## config.mk

```make
export PLATFORM = sky130hd
export DESIGN_NAME = safr_flags
export DESIGN_NICKNAME = d
export VERILOG_FILES = /design/src/common/safr_pkg.sv /design/src/hdl/safr_flags.sv /design/src/hdl/safr_queue.sv
export SDC_FILE = /design/constraint.sdc
export NUM_CORES = 1
export LEC_CHECK = 0
export BUFFER_PORTS_ARGS = -buffer_cell sky130_fd_sc_hd__buf_2
export CORE_UTILIZATION = 50
export DETAILED_ROUTE_END_ITERATION = 8
export MAX_ROUTING_LAYER = met4
export PLACE_DENSITY_LB_ADDON = 0.2
export SYNTH_ARGS = -nofsm -noshare
export SYNTH_HDL_FRONTEND = slang
export SYNTH_SLANG_ARGS = --single-unit
```

## constraint.sdc

```tcl
create_clock -name ref_clk -period 6.2 [get_ports ref_clk]
set_clock_uncertainty 0.2 [all_clocks]
set_input_delay 1.24 -clock ref_clk [delete_from_list [all_inputs] [get_ports ref_clk]]
set_output_delay 1.24 -clock ref_clk [all_outputs]
set_load 0.01 [all_outputs]
```

## src/common/safr_pkg.sv

```systemverilog
// Constants for the status, limit flag and result queue block.
// Assumes a single clock domain; command bytes arrive already decoded.
package safr_pkg;
	localparam logic [7:0]  CMD_READ_STATUS = 8'hf6;
	localparam logic [7:0]  CMD_READ_LIMIT  = 8'hf8;
	localparam logic [7:0]  CMD_READ_QUEUE  = 8'h80;
	localparam int          STAT_RESTART    = 6;
	localparam int          STAT_ARITH      = 5;
	localparam int          STAT_GAIN       = 4;
	localparam int          STAT_CONV       = 3;
	localparam int          STAT_GATE       = 2;
	localparam int          STAT_EMPTY      = 1;
	localparam int          STAT_OVERRUN    = 0;
	localparam int          STAT_BITS       = 7;
	localparam int          LIMIT_BITS      = 12;
	localparam int          WORD_BITS       = 16;
	localparam int          TAG_BITS        = 4;
	localparam int          CONV_DEPTH      = 15;
	localparam int          TABLE_DEPTH     = 16;
	localparam logic [3:0]  TAG_EMPTY       = 4'hf;
	localparam logic [3:0]  TAG_CORRUPT     = 4'he;
	localparam logic [6:0]  STAT_RESET      = 7'h06;
	localparam logic [11:0] LIMIT_RESET     = 12'h000;
	typedef enum logic [1:0] {
		SAFR_MODE_CONV  = 2'b01,
		SAFR_MODE_TABLE = 2'b10
	} safr_mode_e;
endpackage

```

## src/hdl/safr_flags.sv

```systemverilog
// Status flags, limit flags and the tagged result queue, read by command byte.
// Assumes commands arrive as one-cycle strobes from an already decoded serial port.
`timescale 1ns/1ps
`default_nettype none
module safr_flags
	import safr_pkg::*;
#(
	parameter int CONV_CAP  = CONV_DEPTH,
	parameter int TABLE_CAP = TABLE_DEPTH
) (
	// Clock, reset, enable
	input  wire logic                 ref_clk,
	input  wire logic                 rst,
	input  wire logic                 clk_en,
	// Command port
	input  wire logic                 cmd_valid,
	input  wire logic [7:0]           cmd_byte,
	output logic                      rd_valid,
	output logic      [WORD_BITS-1:0] rd_data,
	// Software clear and restart causes
	input  wire logic                 watchdog_reset,
	input  wire logic                 full_reset_cmd,
	input  wire logic                 limit_clear_cmd,
	input  wire logic                 queue_clear_bit,
	// Busy sources
	input  wire logic                 arith_unit_active,
	input  wire logic                 gain_cal_active,
	input  wire logic                 conversion_active,
	input  wire logic                 gate_calc_active,
	// Limit violation events
	input  wire logic                 ch2_gate_over_limit,
	input  wire logic                 ch2_gate_under_limit,
	input  wire logic                 ch2_sense_over_limit,
	input  wire logic                 ch2_sense_under_limit,
	input  wire logic                 ch2_temp_over_limit,
	input  wire logic                 ch2_temp_under_limit,
	input  wire logic                 ch1_gate_over_limit,
	input  wire logic                 ch1_gate_under_limit,
	input  wire logic                 ch1_sense_over_limit,
	input  wire logic                 ch1_sense_under_limit,
	input  wire logic                 ch1_temp_over_limit,
	input  wire logic                 ch1_temp_under_limit,
	// Sample source
	input  wire logic                 sample_valid,
	input  wire logic [3:0]           sample_tag,
	input  wire logic [11:0]          sample_result,
	// Table word source
	input  wire logic                 table_mode,
	input  wire logic                 table_valid,
	input  wire logic                 table_config,
	input  wire logic [12:0]          table_data,
	input  wire logic [3:0]           table_tag,
	output logic                      table_ready,
	// Flag words
	output logic      [WORD_BITS-1:0] busy_status_flags,
	output logic      [WORD_BITS-1:0] limit_violation_flags
);
	initial begin
		if (CONV_CAP < 2 || CONV_CAP > 16 || TABLE_CAP < CONV_CAP || TABLE_CAP > 16)
			$error("safr_flags queue capacity out of range");
	end

	safr_mode_e       mode;
	logic             restart;
	logic             overrun;
	logic [3:0]       busy;
	logic [11:0]      limits;
	logic [11:0]      limit_events;
	logic             rd_status;
	logic             rd_limit;
	logic             rd_queue;
	logic [4:0]       count;
	logic [4:0]       cap;
	logic             q_full;
	logic             q_empty;
	logic             q_push;
	logic [15:0]      q_push_data;
	logic [15:0]      head_data;
	logic             collide;
	logic [6:0]       status_now;

	assign rd_status = cmd_valid && cmd_byte == CMD_READ_STATUS;
	assign rd_limit  = cmd_valid && cmd_byte == CMD_READ_LIMIT;
	assign rd_queue  = cmd_valid && cmd_byte == CMD_READ_QUEUE;
	assign cap       = (mode == SAFR_MODE_TABLE) ? 5'(TABLE_CAP) : 5'(CONV_CAP);
	assign q_full    = count >= cap;
	assign q_empty   = count == 5'h00;
	assign collide   = q_full && rd_queue && sample_valid && mode == SAFR_MODE_CONV;

	// Mode follows the table engine; host keeps the two kinds apart
	always_ff @(posedge ref_clk) begin
		if (rst)
			mode <= SAFR_MODE_CONV;
		else if (clk_en)
			mode <= table_mode ? SAFR_MODE_TABLE : SAFR_MODE_CONV;
	end

	// Queue entry formatting and push
	always_comb begin
		q_push      = 1'b0;
		q_push_data = 16'h0000;
		if (mode == SAFR_MODE_TABLE) begin
			q_push = table_valid && (!q_full || rd_queue);
			if (table_config)
				q_push_data = {table_tag[3:1], table_data};
			else
				q_push_data = {table_tag, table_data[11:0]};
		end else begin
			q_push      = sample_valid;
			q_push_data = {collide ? TAG_CORRUPT : sample_tag, sample_result};
		end
	end

	// Copying stalls once the queue is one word short of full
	always_ff @(posedge ref_clk) begin
		if (rst)
			table_ready <= 1'b0;
		else if (clk_en)
			table_ready <= mode == SAFR_MODE_TABLE && count < cap - 5'h01;
	end

	safr_queue #(
		.WIDTH (WORD_BITS),
		.DEPTH (TABLE_CAP)
	) u_queue (
		.ref_clk   (ref_clk),
		.rst       (rst),
		.clk_en    (clk_en),
		.flush     (queue_clear_bit),
		.push      (q_push),
		.drop      (mode == SAFR_MODE_CONV),
		.push_data (q_push_data),
		.pop       (rd_queue),
		.limit     (cap),
		.head_data (head_data),
		.count     (count)
	);

	// Restart history; event beats the read clear
	always_ff @(posedge ref_clk) begin
		if (rst)
			restart <= STAT_RESET[STAT_RESTART];
		else if (clk_en) begin
			if (watchdog_reset || full_reset_cmd)
				restart <= 1'b1;
			else if (rd_status)
				restart <= 1'b0;
		end
	end

	// Overrun, sticky for samples, live fullness for table words
	always_ff @(posedge ref_clk) begin
		if (rst)
			overrun <= STAT_RESET[STAT_OVERRUN];
		else if (clk_en) begin
			if (mode == SAFR_MODE_TABLE)
				overrun <= q_full;
			else if (sample_valid && q_full && !rd_queue)
				overrun <= 1'b1;
			else if (rd_status || queue_clear_bit)
				overrun <= 1'b0;
		end
	end

	// Busy sources registered once
	always_ff @(posedge ref_clk) begin
		if (rst)
			busy <= STAT_RESET[5:2];
		else if (clk_en)
			busy <= {arith_unit_active, gain_cal_active, conversion_active,
				gate_calc_active};
	end

	assign status_now = {restart, busy, q_empty, overrun};

	assign limit_events = {ch2_gate_over_limit, ch2_gate_under_limit,
		ch2_sense_over_limit, ch2_sense_under_limit,
		ch2_temp_over_limit, ch2_temp_under_limit,
		ch1_gate_over_limit, ch1_gate_under_limit,
		ch1_sense_over_limit, ch1_sense_under_limit,
		ch1_temp_over_limit, ch1_temp_under_limit};

	// New events win over the clear so none is lost
	always_ff @(posedge ref_clk) begin
		if (rst)
			limits <= LIMIT_RESET;
		else if (clk_en) begin
			if (rd_limit || limit_clear_cmd)
				limits <= limit_events;
			else
				limits <= limits | limit_events;
		end
	end

	// Flag word outputs
	always_ff @(posedge ref_clk) begin
		if (rst) begin
			busy_status_flags     <= {9'h000, STAT_RESET};
			limit_violation_flags <= {4'h0, LIMIT_RESET};
		end else if (clk_en) begin
			busy_status_flags     <= {9'h000, status_now};
			limit_violation_flags <= {4'h0, limits};
		end
	end

	// Read answers one cycle after the command
	always_ff @(posedge ref_clk) begin
		if (rst) begin
			rd_valid <= 1'b0;
			rd_data  <= 16'h0000;
		end else if (clk_en) begin
			rd_valid <= rd_status || rd_limit || rd_queue;
			if (rd_status)
				rd_data <= {9'h000, status_now};
			else if (rd_limit)
				rd_data <= {4'h0, limits};
			else if (rd_queue && q_empty)
				rd_data <= {TAG_EMPTY, 5'h00, status_now};
			else if (rd_queue)
				rd_data <= head_data;
		end
	end

	a_restart_clear: assert property (@(posedge ref_clk) disable iff (rst)
		clk_en && rd_status && !watchdog_reset && !full_reset_cmd |=> !restart)
		else $error("restart not cleared by status read");
	a_restart_set: assert property (@(posedge ref_clk) disable iff (rst)
		clk_en && watchdog_reset |=> restart)
		else $error("restart not set");
	a_overrun_stick: assert property (@(posedge ref_clk) disable iff (rst)
		clk_en && mode == SAFR_MODE_CONV && overrun && !rd_status && !queue_clear_bit
		&& !table_mode |=> overrun)
		else $error("overrun dropped without clear");
	a_limit_clear: assert property (@(posedge ref_clk) disable iff (rst)
		clk_en && rd_limit && limit_events == 12'h000 |=> limits == 12'h000)
		else $error("limits not cleared on read");
	a_limit_latch: assert property (@(posedge ref_clk) disable iff (rst)
		clk_en && ch2_gate_over_limit |=> limits[11])
		else $error("channel two gate over limit not latched");
	a_empty_tag: assert property (@(posedge ref_clk) disable iff (rst)
		clk_en && rd_queue && q_empty |=> rd_valid && rd_data[15:12] == TAG_EMPTY)
		else $error("empty read tag wrong");
	a_conv_cap: assert property (@(posedge ref_clk) disable iff (rst)
		mode == SAFR_MODE_CONV |-> count <= 5'(CONV_CAP) || $past(table_mode))
		else $error("sample queue above capacity");
	a_table_no_over: assert property (@(posedge ref_clk) disable iff (rst)
		count <= 5'(TABLE_CAP))
		else $error("table queue overflowed");
	a_upper_zero: assert property (@(posedge ref_clk) disable iff (rst)
		busy_status_flags[15:7] == 9'h000 && limit_violation_flags[15:12] == 4'h0)
		else $error("undefined bits not zero");
	a_clear_empty: assert property (@(posedge ref_clk) disable iff (rst)
		clk_en && queue_clear_bit ##1 clk_en |=> busy_status_flags[STAT_EMPTY])
		else $error("queue clear did not show empty");
	a_overrun_set: assert property (@(posedge ref_clk) disable iff (rst)
		clk_en && mode == SAFR_MODE_CONV && sample_valid && q_full && !rd_queue |=> overrun)
		else $error("sample overflow did not flag overrun");
	a_table_live: assert property (@(posedge ref_clk) disable iff (rst)
		clk_en && mode == SAFR_MODE_TABLE |=> overrun == $past(q_full))
		else $error("table overrun not live fullness");
	// A dropped table word would shift every later word the host counts
	a_table_hold: assert property (@(posedge ref_clk) disable iff (rst)
		clk_en && mode == SAFR_MODE_TABLE && q_full && !rd_queue && !queue_clear_bit
		|=> count == $past(count))
		else $error("table copy did not pause on full queue");
	a_queue_answer: assert property (@(posedge ref_clk) disable iff (rst)
		clk_en && rd_queue && !q_empty |=> rd_valid && rd_data == $past(head_data))
		else $error("queue read answer wrong");
	a_status_answer: assert property (@(posedge ref_clk) disable iff (rst)
		clk_en && rd_status |=> rd_valid && rd_data == {9'h000, $past(status_now)})
		else $error("status read answer wrong");
	a_limit_answer: assert property (@(posedge ref_clk) disable iff (rst)
		clk_en && rd_limit |=> rd_valid && rd_data == {4'h0, $past(limits)})
		else $error("limit read answer wrong");
	a_limit_keep: assert property (@(posedge ref_clk) disable iff (rst)
		clk_en && limits[0] && !rd_limit && !limit_clear_cmd |=> limits[0])
		else $error("latched limit flag lost");
	a_busy_copy: assert property (@(posedge ref_clk) disable iff (rst)
		clk_en && conversion_active |=> busy[1])
		else $error("conversion busy not reported");

	c_overflow: cover property (@(posedge ref_clk) disable iff (rst)
		mode == SAFR_MODE_CONV && q_full && sample_valid);
	c_collide: cover property (@(posedge ref_clk) disable iff (rst) collide);
	c_table_stall: cover property (@(posedge ref_clk) disable iff (rst)
		mode == SAFR_MODE_TABLE && q_full && table_valid);
	c_empty_read: cover property (@(posedge ref_clk) disable iff (rst) rd_queue && q_empty);
	c_restart_read: cover property (@(posedge ref_clk) disable iff (rst) restart && rd_status);
endmodule
`default_nettype wire

```

## src/hdl/safr_queue.sv

```systemverilog
// Circular storage of result words, flip-flop based, indexed by pointers.
// Assumes the caller never pushes when full unless drop or pop is set.
`timescale 1ns/1ps
`default_nettype none
module safr_queue
	import safr_pkg::*;
#(
	parameter int WIDTH = 16,
	parameter int DEPTH = 16
) (
	// Clocking
	input  wire logic             ref_clk,
	input  wire logic             rst,
	input  wire logic             clk_en,
	// Control
	input  wire logic             flush,
	input  wire logic             push,
	input  wire logic             drop,
	input  wire logic [WIDTH-1:0] push_data,
	input  wire logic             pop,
	input  wire logic [4:0]       limit,
	// State
	output logic      [WIDTH-1:0] head_data,
	output logic      [4:0]       count
);
	initial begin
		if (DEPTH < 2 || DEPTH > 16)
			$error("safr_queue depth out of range");
	end
	logic [WIDTH-1:0] mem [DEPTH];
	logic [3:0]       rd_ptr;
	logic [3:0]       wr_ptr;
	logic             full;
	logic             do_pop;
	logic             do_push;
	assign full      = (count >= limit);
	// Overflow drops the oldest by forcing a pop alongside the push
	assign do_pop    = (pop && count != 5'h00) || (push && drop && full);
	assign do_push   = push && (!full || drop || pop);
	assign head_data = mem[rd_ptr];
	always_ff @(posedge ref_clk) begin
		if (rst || (clk_en && flush)) begin
			rd_ptr <= 4'h0;
			wr_ptr <= 4'h0;
			count  <= 5'h00;
		end else if (clk_en) begin
			if (do_push) begin
				mem[wr_ptr] <= push_data;
				wr_ptr      <= (wr_ptr == 4'(DEPTH - 1)) ? 4'h0 : wr_ptr + 4'h1;
			end
			if (do_pop)
				rd_ptr <= (rd_ptr == 4'(DEPTH - 1)) ? 4'h0 : rd_ptr + 4'h1;
			count <= count + 5'(do_push) - 5'(do_pop);
		end
	end
endmodule
`default_nettype wire

```

---- Word level (Yosys, flattened, before mapping) ----
Memories as Yosys holds them, arrays and structs flattened. A register that Yosys moved wholly into a read port is not among the register bits.
Index checks and enable logic that the tools add are counted.
cells by class
  div/mod/pow operators ................... 0
  mux-type cells .......................... 24
  $add $sub $neg .......................... 5
  magnitude comparators ................... 2
  reductions and logical operators ........ 38
  multipliers ............................. 0
  equal/unequal tests ..................... 7
  shifts and indexed selects .............. 0
  bitwise gates (word level) .............. 1
operators by type and width
  kind                   number
  $mux W16               5
  $eq A8 B8 Y1 const B   3
  $mux W4                5
  $logic_and A1 B1 Y1    16
  $mux W13               1
  $mux W12               1
  $or A12 B12 Y12        1
  $logic_or A1 B1 Y1     10
  $mux W1                10
  $reduce_and A2 Y1      5
  $add A4 B1 Y4 const B  2
  $eq A4 B4 Y1 const B   2
  $add A5 B1 Y5          1
  $ge A5 B5 Y1           1
  $logic_not A5 Y1       1
  $lt A5 B5 Y1           1
  $mux W5                1
  $reduce_bool A5 Y1     1
  $sub A5 B1 Y5          1
  $sub A5 B1 Y5 const B  1
  $reduce_bool A4 Y1     1
  $reduce_bool A3 Y1     1
  $eq A2 B1 Y1 const B   1
  $eq A2 B2 Y1 const B   1
  3 further kinds        4
word-level totals
  register bits ........................... 70
  bits in latches ......................... 0
  bits in writable memories ............... 256
  word-level logic and storage cells ...... 91
  memories ................................ 1
  ROM bits ................................ 0
  output and inout bits ................... 50
  input bits .............................. 69
memory list
  name         words  bits a word  read ports  clocked after Yosys merged registers in  wr ports  line              source
  u_queue.mem  16     16           1           1                                        1         safr_queue.sv:30  logic [WIDTH-1:0] mem [DEPTH];

---- Logic depth before layout (Yosys ltp) ----
Gate-level depths: netlist (run 1).
  word-level depth ........................ 13
  depth in mapped cells ................... 21
  gate-level depth less buffers ........... 19

---- Cells and area by module ----
Synthesis (run 1) repeated with hierarchy kept, for this count alone.
unflattened totals
  cells, all modules ...................... 841
  area, all modules ....................... 13838.3 µm²
modules (own cells, without submodules)
  module      area an instance (µm²)  times used  cells each  sequential area each (µm²)
  safr_queue  10965.5                 1           504         8027.7
  safr_flags  2872.8                  1           337         1141.1

---- Worst setup path before layout (run 1) ----
OpenSTA, ideal clock, no wires.
  path type ............................... input to register
  start point ............................. input port cmd_byte[3]
  end point ............................... register u_queue.count[4]
  buffers on the path ..................... 0
  stages .................................. 14
  required time ........................... 5.872 ns
  data arrival time ....................... 3.675 ns
  setup slack ............................. 2.197 ns
  setup time .............................. 0.128 ns
  cells stage by stage .................... or4_4 -> or3_4 -> o21ai_0 -> ha_1 -> inv_1 -> ha_1 -> inv_1 -> fa_1 -> inv_1 -> a21oi_1 -> o21bai_1 -> xor2_1 -> mux2i_1 -> nor2_1
on the way
  word-level cells in the longest chain between the ends .. 9
  elaborated cells between the ends (all ways) .. 13
  classes of those cells .................. add/sub (2); eq/ne (1); mux (1); reduce/logical (9)
ends and longest elaborated chain
  what                                                   line              source
  start, declared                                        safr_flags.sv:17  input wire logic [7:0] cmd_byte,
  $eq A8 B8 Y1 (*)                                       safr_flags.sv:84  assign rd_queue = cmd_valid && cmd_byte == CMD_READ_QUEUE;
  $logic_and A1 B1 Y1 (*)                                safr_flags.sv:84
  branches (longest 6 deep; another with $add A5 B1 Y5)  n/a
  $sub A5 B1 Y5 (*)                                      safr_queue.sv:53  count <= count + 5'(do_push) - 5'(do_pop);
  end signal, assigned                                   safr_queue.sv:53
  end, declared                                          safr_queue.sv:24  output logic [4:0] count
Every way passes the cells marked *.
A chain may end at the register's enable or synchronous reset.

---- Worst setup path in the final report (run 1) ----
  start point ............................. input port cmd_byte[3]
  end point ............................... memory u_queue.mem[7][8] (enable)
on the way
  word-level cells in the longest chain between the ends .. 10
  elaborated cells between the ends (all ways) .. 11
  classes of those cells .................. eq/ne (1); mux (5); reduce/logical (5)
ends and longest elaborated chain
  what                               line               source
  $eq A8 B8 Y1 (*)                   safr_flags.sv:84
  $logic_and A1 B1 Y1 (*)            safr_flags.sv:84
  $logic_or A1 B1 Y1                 safr_flags.sv:103  q_push = table_valid && (!q_full || rd_queue);
  $logic_and A1 B1 Y1                safr_flags.sv:103
  $mux W1                            safr_flags.sv:102  if (mode == SAFR_MODE_TABLE) begin
  $logic_and A1 B1 Y1 (*)            safr_queue.sv:39   assign do_push = push && (!full || drop || pop);
  $mux W1 (*)                        safr_queue.sv:47   if (do_push) begin
  $mux W1 (*)                        safr_queue.sv:46   end else if (clk_en) begin
  $mux W1 (*)                        safr_queue.sv:42   if (rst || (clk_en && flush)) begin
  $mux W1 (not written as such) (*)  safr_queue.sv:48   mem[wr_ptr] <= push_data;
  end, declared                      safr_queue.sv:30
Mark *: on every way between the ends. The rest lies on a longest branch, timed or not.

==> results of run 1 <==
logic make-up after synthesis:
| kind of cell | count (synthesis) |
|---|---|
| muxes | 117 |
| AOI/OAI and AO/OA | 112 |
| buffers and inverters | 73 |
| adders and majority gates | 16 |
| and+or+nand+nor | 202 |
| other | 1 |
| DFF | 330 |
| xor gates and xnor gates | 3 |
power by group through the flow:
stage | Combinational [mW] | Clock [mW] | Sequential, mW
finish | 0.220 | 1.87 | 2.43
global route | 0.247 | 1.98 | 2.43
CTS | 0.221 | 1.90 | 2.43
detailed placement | 0.220 | 0 | 2.48
global placement | 0.217 | 0 | 2.48
floorplan | 0.144 | 0 | 2.47
synth_stat cells, types with 11 or more instances:
library cell	instances	area [µm²]
sky130_fd_sc_hd__a21oi_1	29	145
sky130_fd_sc_hd__a22oi_1	15	113
sky130_fd_sc_hd__and2_1	18	113
sky130_fd_sc_hd__buf_2	15	75.1
sky130_fd_sc_hd__buf_4	19	143
sky130_fd_sc_hd__clkbuf_1	19	71.3
sky130_fd_sc_hd__dfxtp_1	74	1480
sky130_fd_sc_hd__edfxtp_1	256	7690
sky130_fd_sc_hd__ha_1	15	188
sky130_fd_sc_hd__inv_1	13	48.8
sky130_fd_sc_hd__mux2i_1	47	470
sky130_fd_sc_hd__mux4_2	65	1460
sky130_fd_sc_hd__nand2_1	58	218
sky130_fd_sc_hd__nor2_1	64	240
sky130_fd_sc_hd__nor3_1	11	55.1
sky130_fd_sc_hd__o22ai_1	15	93.8
metal layers:
metal | up-vias | track usage [%] | part of all wire [%]
met5 | - | - | 0
met4 | 0 | 8.33 | 2.7
met3 | 43 | 4.18 | 6.9
met2 | 270 | 36.3 | 47
met1 | 3886 | 33.3 | 43
li1 | 3478 | - | -
worst max path at each step:
stage	startpoint	to	slack [ps]	depth (start not counted)
2_1_floorplan	cmd_byte[3]	u_queue.count[4]$_SDFFE_PP0P_	2200	14
3_3_place_gp	cmd_byte[3]	u_queue.mem[4][8]$_DFFE_PP_	1620	7
3_5_place_dp	cmd_byte[3]	u_queue.mem[1][5]$_DFFE_PP_	1570	7
4_1_cts	cmd_byte[3]	u_queue.mem[6][0]$_DFFE_PP_	2070	7
5_1_grt	mode[1]$_SDFFE_PP0P_	u_queue.mem[2][6]$_DFFE_PP_	1930	10
6_report	cmd_byte[3]	u_queue.mem[7][8]$_DFFE_PP_	2100	7
sequential cells by signal, summed over array words and instances (netlist names), named ones only:
signal and cells:
limit_violation_flags 12, table_ready 1, overrun 1, u_queue.mem 256
u_queue.wr_ptr 4, busy 4, busy_status_flags 7, u_queue.count 5
u_queue.rd_ptr 4, rd_valid 1, restart 1, limits 12
mode 2, rd_data 16
area by class of cell:
type                       count  area share [%]
sequential                   330            60.0
clock inverter                18           0.712
timing repair buffer         114            3.88
inverter                      14           0.344
clock buffer                  41            5.87
multi-input combinational    463            26.5
tap                          335            2.74
metrics by stage:
| step | instance area (µm²) | hold slack (ps) | instances | total power [mW] | util, % |
|---|---|---|---|---|---|
| 3_5_place_dp | 14300 | 250 | 1256 | 2.70 | 54.2 |
| 6_report | 15300 | 259 | 1315 | 4.52 | 58.0 |
| 4_1_cts | 15300 | 263 | 1315 | 4.56 | 58.0 |
| 2_1_floorplan | 13600 | 250 | 866 | 2.61 | - |
| 3_3_place_gp | 14300 | 242 | 1256 | 2.69 | 54.2 |
| 5_1_grt | 15300 | 279 | 1315 | 4.66 | 58.0 |
cells in the final DEF, fill, tap and decap left out, types with 18 or more instances in the layout:
cell type                   count
sky130_fd_sc_hd__nand2_1       58
sky130_fd_sc_hd__dfxtp_1       70
sky130_fd_sc_hd__buf_2        105
sky130_fd_sc_hd__clkbuf_16     35
sky130_fd_sc_hd__a21oi_1       29
sky130_fd_sc_hd__nor2_1        64
sky130_fd_sc_hd__mux2i_1       47
sky130_fd_sc_hd__and2_1        18
sky130_fd_sc_hd__mux4_2        65
sky130_fd_sc_hd__edfxtp_1     256
==> metrics.md, run 1 <==
| Metric | Value |
|---|---|
| Outcome | `finished with violations` |
| Failing checks | `DRC` |
| Global-route usage over all layers | `24.1%` |
| # H-tree levels | `2` |
| Port Buffer Count | `105` |
| First drt pass iteration count | `7` |
| Share of the clock period used by the worst path | `66.2%` |
| Final min period | `4100 ps` |
| Vias/cell | `5.84` |
| Post-synthesis sequential element count | `330` |
| Half-perimeter wire length after placement | `20400 µm` |
| Adder and majority cell fraction of the synthesized area | `1.53%` |
| Root buffer cell | `sky130_fd_sc_hd__clkbuf_16` |
| Terminus of the critical flop-to-flop path | `u_queue.mem[7][8]$_DFFE_PP_` |
| Max stage delay on crit path | `750 ps` |
| Portion of total power attributed to the clock network | `41.4%` |
| Endpoint, Worst Hold | `rd_data[12]$_SDFFE_PP0P_` |
| Length in cells of the worst reg-to-reg path | `10` |
| Resized Gates After CTS | `0` |
| Total of endpoints with negative setup slack in the final report | `0` |
| Number of distinct library cells after synthesis | `63` |
| Main combinational cell family by area after synthesis | `multiplexers` |
| Endpoint class of the critical path | `flop` |
| Critical Path Fanout Max | `16` |
| Vias in the first global route | `7641` |
| Number of maximum-capacitance constraint violations | `0` |
| Warnings, synthesis | `0` |
| I/O pin count | `119` |
| Final setup margin | `2100 ps` |
| Reg area | `9180 µm²` |
| Async set or reset register ratio after synthesis | `0%` |
| Number of enable flip-flop cells after synthesis | `256` |
| Final weighted congestion in routability-driven placement | `0.786` |
| Summed instance area of the synthesized netlist | `13500 µm²` |
| Sum of negative setup slack | `0 ps` |
| Total Die Area | `27800 µm²` |
| Number of buffers and inverters on the critical path | `1` |
| Number of CTS-inserted buffers | `34` |
| Ys flop type | `sky130_fd_sc_hd__edfxtp_1` |
| Share of cells above drive strength 1 | `25.6%` |
| Die Height | `167 µm` |
| Count of pins over their slew limit | `0` |
| Worst vdd ir | `0.219 mV` |
| Cell family contributing the most delay on the critical path | `simple AND/OR/NAND/NOR gates` |
| Mapped Avg Cell Area | `15.9 µm²` |
| Normalized max-slew margin | `27.5%` |
| Global-route wire length before repair | `47400 µm` |
| Cell row count | `59` |
| Routed wire length per instance | `24.0 µm` |
| Sinks on Clock Net | `330` |
| Worst-case setup slack after placement | `1570 ps` |
| Classification of the worst-slack hold path | `flop to flop` |
| Overall die width | `167 µm` |
| Initial antenna violation count | `0` |
| Sequential share of power | `53.7%` |
| Worst endpoint required time | `6130 ps` |
| Launching element type of the critical path | `input pin` |
| Worst Setup Path Type | `input pin to flop` |
| Slack of the worst reg-to-reg path | `2210 ps` |
| Clock Path Buffers | `3` |
| Routed Antenna Nets | `0` |
| Achievable clock frequency | `244 MHz` |
| Core region area | `26400 µm²` |
| Origin of the worst min-delay path | `rd_data[12]$_SDFFE_PP0P_` |
| Power per cell area | `296 nW/µm²` |
| Power spent charging and discharging nets | `0.962 mW` |
| Clock tree from TritonCTS | `yes` |
| Multiplexer area fraction after synthesis | `14.7%` |
| Depth of the worst hold-timing path | `1` |
| Final wirelength | `31600 µm` |
| Setup repair after global routing missed its margin | `false` |
| Sequential element share of the synthesized area | `67.7%` |
| Antenna diodes | `0` |
| Initial core utilization | `51.4%` |
| Leakage component of the power | `5.27 nW` |
| Endpoint arrival time on the critical path | `4040 ps` |
| Final layout net count | `1042` |
| Slowest library cell on the worst path | `sky130_fd_sc_hd__and2_1` |
| Filler Cell Count | `2037` |
| Cell count after synthesis | `854` |
| Pin count of the biggest net entering global routing | `59` |
| Number of buffers inserted by hold repair at cts | `0` |
| Vias post-DR | `7677` |
| Clock-pin slew of the registers on the worst-case setup and hold paths | `60 ps` |
| Crit Reg-Reg Startpoint | `mode[1]$_SDFFE_PP0P_` |
| Cell-internal power | `3.56 mW` |
| Clock latency on the worst-skew pair | `510 ps` |
| DRT iter0 DRCs | `768` |
| Compound-Gate Fraction of Synth Area | `5.87%` |
| Residual DRC count | `9` |
| Area taken by multi-input logic gates | `4050 µm²` |
| Series of cell instances along the critical path | `buf_2, or4_4, nor3_2, nor2_1, a211oi_2, and3_4, and2_1` |
| Endpoints failing hold | `0` |
| Post-synthesis share of cell area spent on and, or, nand and nor gates | `7.21%` |
| Synth Area in XOR/XNOR | `0.194%` |
| Net Sw Frac | `21.3%` |
| Final global-route overflow total | `0` |
| Pin slew with the least headroom to its limit | `1090 ps` |
| Setup bufs post-CTS | `0` |
| Area added between synthesis and finish | `12.9%` |
| Combinational cell fraction of total power | `4.9%` |
Power figures use the tool's default switching activity.
==> run 2, diff against run 1 <==
Clock period 6.2 ns to 3.91 ns, I/O delays scaled along.
==> metrics.md, run 2 (synthesis gave the netlist of run 1 again) <==
| Metric | Value |
|---|---|
| Final layout net count | `1084 (was 1042)` |
| Final min period | `3430 ps` |
| Registers with the highest flip-flop counts | `u_queue.mem (256), rd_data (16) (unchanged)` |
| Final wirelength | `30600 µm (was 31600 µm)` |
| Worst Setup Path Type | `flop to flop (was input pin to flop)` |
| Half-perimeter wire length after placement | `19800 µm (was 20400 µm)` |
| Number of buffers and inverters on the critical path | `4 (was 1)` |
| Slowest library cell on the worst path | `sky130_fd_sc_hd__fa_1 (was sky130_fd_sc_hd__and2_1)` |
| Sum of negative setup slack | `0 ps (unchanged)` |
| Setup repair after global routing missed its margin | `false (unchanged)` |
| Failing checks | `DRC (unchanged)` |
| Classification of the worst-slack hold path | `flop to flop (unchanged)` |
| Vias in the first global route | `7933 (was 7641)` |
| Number of maximum-capacitance constraint violations | `0 (unchanged)` |
| Post-placement cell count | `1296 (was 1256)` |
| Resized Gates After CTS | `0 (unchanged)` |
| # H-tree levels | `2 (unchanged)` |
| Leakage component of the power | `5.58 nW (was 5.27 nW)` |
| Cell row count | `59 (unchanged)` |
| DRT iter0 DRCs | `652 (was 768)` |
| Residual DRC count | `9 (unchanged)` |
| Worst vdd ir | `0.302 mV (was 0.219 mV)` |
| I/O pin count | `119 (unchanged)` |
| Finished layout cell area | `15800 µm² (was 15300 µm²)` |
| Commonest non-fill, non-tap cells in the layout | `sky130_fd_sc_hd__edfxtp_1, sky130_fd_sc_hd__buf_2, sky130_fd_sc_hd__dfxtp_1, sky130_fd_sc_hd__mux4_2, sky130_fd_sc_hd__nor2_1 (unchanged)` |
| Achievable clock frequency | `292 MHz` |
| Global-route usage over all layers | `23.3% (was 24.1%)` |
| Endpoints failing hold | `0 (unchanged)` |
| Launching element type of the critical path | `flop (was input pin)` |
| Design Power | `7.49 mW (was 4.52 mW)` |
| Combinational cell fraction of total power | `4.5% (was 4.9%)` |
| Overall die width | `167 µm (unchanged)` |
| Portion of total power attributed to the clock network | `44.0% (was 41.4%)` |
| Sequential share of power | `51.5% (was 53.7%)` |
| Endpoint class of the critical path | `flop (unchanged)` |
| Non-filler cells, final | `1360 (was 1315)` |
| Critical Path Fanout Max | `4 (was 16)` |
| First drt pass iteration count | `7 (unchanged)` |
| Commonest non-fill, non-tap cell in the layout | `sky130_fd_sc_hd__edfxtp_1 (unchanged)` |
| Routed Antenna Nets | `0 (unchanged)` |
| Final weighted congestion in routability-driven placement | `0.779 (was 0.786)` |
| Initial core utilization | `51.4% (unchanged)` |
| Total Die Area | `27800 µm² (unchanged)` |
| Total of endpoints with negative setup slack in the final report | `0 (unchanged)` |
| Count of pins over their slew limit | `0 (unchanged)` |
| Pin count of the biggest net entering global routing | `58 (was 59)` |
| Number of buffers inserted by hold repair at cts | `0 (unchanged)` |
| Area added between synthesis and finish | `16.7% (was 12.9%)` |
| Clock-pin slew of the registers on the worst-case setup and hold paths | `60 ps (about the same)` |
| Filler Cell Count | `1961 (was 2037)` |
| Number of CTS-inserted buffers | `36 (was 34)` |
| Share of cells above drive strength 1 | `29.0% (was 25.6%)` |
| Net Sw Frac | `20.6% (was 21.3%)` |
| Endpoint arrival time on the critical path | `3670 ps (was 4040 ps)` |
| Antenna diodes | `0 (unchanged)` |
| Initial antenna violation count | `0 (unchanged)` |
| Vias post-DR | `7744 (was 7677)` |
| Worst endpoint required time | `4150 ps (was 6130 ps)` |
| Share of the clock period used by the worst path | `87.7%` |
| Routed wire length per instance | `22.5 µm (was 24.0 µm)` |
| Sinks on Clock Net | `330 (unchanged)` |
| Port Buffer Count | `105 (unchanged)` |
| Die Height | `167 µm (unchanged)` |
| Cell-internal power | `5.95 mW (was 3.56 mW)` |
| Outcome | `finished with violations (unchanged)` |
| Pin slew with the least headroom to its limit | `1150 ps (was 1090 ps)` |
| Cell family contributing the most delay on the critical path | `adder cells (was simple AND/OR/NAND/NOR gates)` |
| Global-route wire length before repair | `46800 µm (was 47400 µm)` |
| Flip-flop count of the largest register, all copies and words added | `256 (unchanged)` |
| Series of cell instances along the critical path | `nor2b_2, clkinv_1, ha_1, nand2b_1, a21oi_1, o21bai_1, nand3_1, o21ai_0, ha_1, inv_1, ha_1, inv_1, fa_1, inv_1, a21oi_1, o21bai_1, xor2_1, mux2i_1, nor2_1 (was buf_2, or4_4, nor3_2, nor2_1, a211oi_2, and3_4, and2_1)` |
| Power per cell area | `474 nW/µm² (was 296 nW/µm²)` |
| Power spent charging and discharging nets | `1.54 mW (was 0.962 mW)` |
| Vias/cell | `5.69 (was 5.84)` |
| Clock Path Buffers | `3 (unchanged)` |
| Setup bufs post-CTS | `0 (unchanged)` |
| Normalized max-slew margin | `23.1% (was 27.5%)` |
| Core region area | `26400 µm² (unchanged)` |
| Most flop-heavy register | `u_queue.mem (unchanged)` |
| DP Area | `14700 µm² (was 14300 µm²)` |
| Max stage delay on crit path | `420 ps (was 750 ps)` |
| Final global-route overflow total | `0 (unchanged)` |
| Root buffer cell | `sky130_fd_sc_hd__clkbuf_16 (unchanged)` |
| Clock tree from TritonCTS | `yes (unchanged)` |
| Clock latency on the worst-skew pair | `510 ps (about the same)` |
run 2: changes by cell type in the layout (fill, tap and decap cells not counted):
cell	previous run	this run
sky130_fd_sc_hd__buf_12	0	5
sky130_fd_sc_hd__buf_4	9	44
sky130_fd_sc_hd__bufinv_16	1	3
sky130_fd_sc_hd__clkbuf_1	6	5
sky130_fd_sc_hd__clkbuf_16	35	37
sky130_fd_sc_hd__clkbuf_2	0	1
sky130_fd_sc_hd__clkbuf_8	0	3
sky130_fd_sc_hd__clkinv_2	6	5
sky130_fd_sc_hd__clkinv_8	0	1
sky130_fd_sc_hd__clkinvlp_2	2	0
run 2: tightest hold or removal path: stages (launching register included):
cell                      delay [ps]
sky130_fd_sc_hd__dfxtp_1         310
sky130_fd_sc_hd__nand2_1          60
sky130_fd_sc_hd__a21oi_1          50
run 2: path summary, 6_finish.rpt:
path                            startpoint                             to  slack [ps]  depth (start not counted)
setup reg to reg      mode[1]$_SDFFE_PP0P_  u_queue.count[4]$_SDFFE_PP0P_         480                         19
setup / recovery      mode[1]$_SDFFE_PP0P_  u_queue.count[4]$_SDFFE_PP0P_         480                         19
hold reg to reg   table_ready$_SDFFE_PP0P_       table_ready$_SDFFE_PP0P_         260                          2
hold / removal    table_ready$_SDFFE_PP0P_       table_ready$_SDFFE_PP0P_         260                          2
run 2: power groups by stage:
stage	combinational [mW]	clock [mW]	sequential, mW
detailed placement	0.341	0	3.93
CTS	0.342	3.35	3.85
floorplan	0.229	0	3.92
finish	0.340	3.29	3.85
global route	0.381	3.49	3.86
global placement	0.336	0	3.93
run 2: cell type report:
type / instances / area (µm²) / area share, %
Sequential cell: 330 / 9180 / 58.0
Multi-Input combinational cell: 463 / 4050 / 25.6
Clock buffer: 46 / 991 / 6.27
Timing Repair Buffer: 154 / 956 / 6.04
Tap cell: 335 / 419 / 2.65
Clock inverter: 18 / 170 / 1.08
Inverter: 14 / 52.6 / 0.332
run 2: per-stage QoR:
stage | util, % | hold slack (ps) | setup WS (ps)
finish | 60.0 | 263 | 480
global route | 60.0 | 280 | 71.7
CTS | 60.0 | 268 | 470
detailed placement | 55.6 | 250 | 61.1
global placement | 55.6 | 251 | 113
floorplan | - | 250 | 236
run 2: routing by layer:
metal | wire [µm] | vias up | share of wire (%) | global-route usage, %
li1 | - | 3569 | - | -
met1 | 13400 | 3928 | 44 | 30.5
met2 | 15300 | 207 | 50 | 38.0
met3 | 1400 | 40 | 4.6 | 3.90
met4 | 553 | 0 | 1.8 | 6.24
met5 | 0 | - | 0 | -
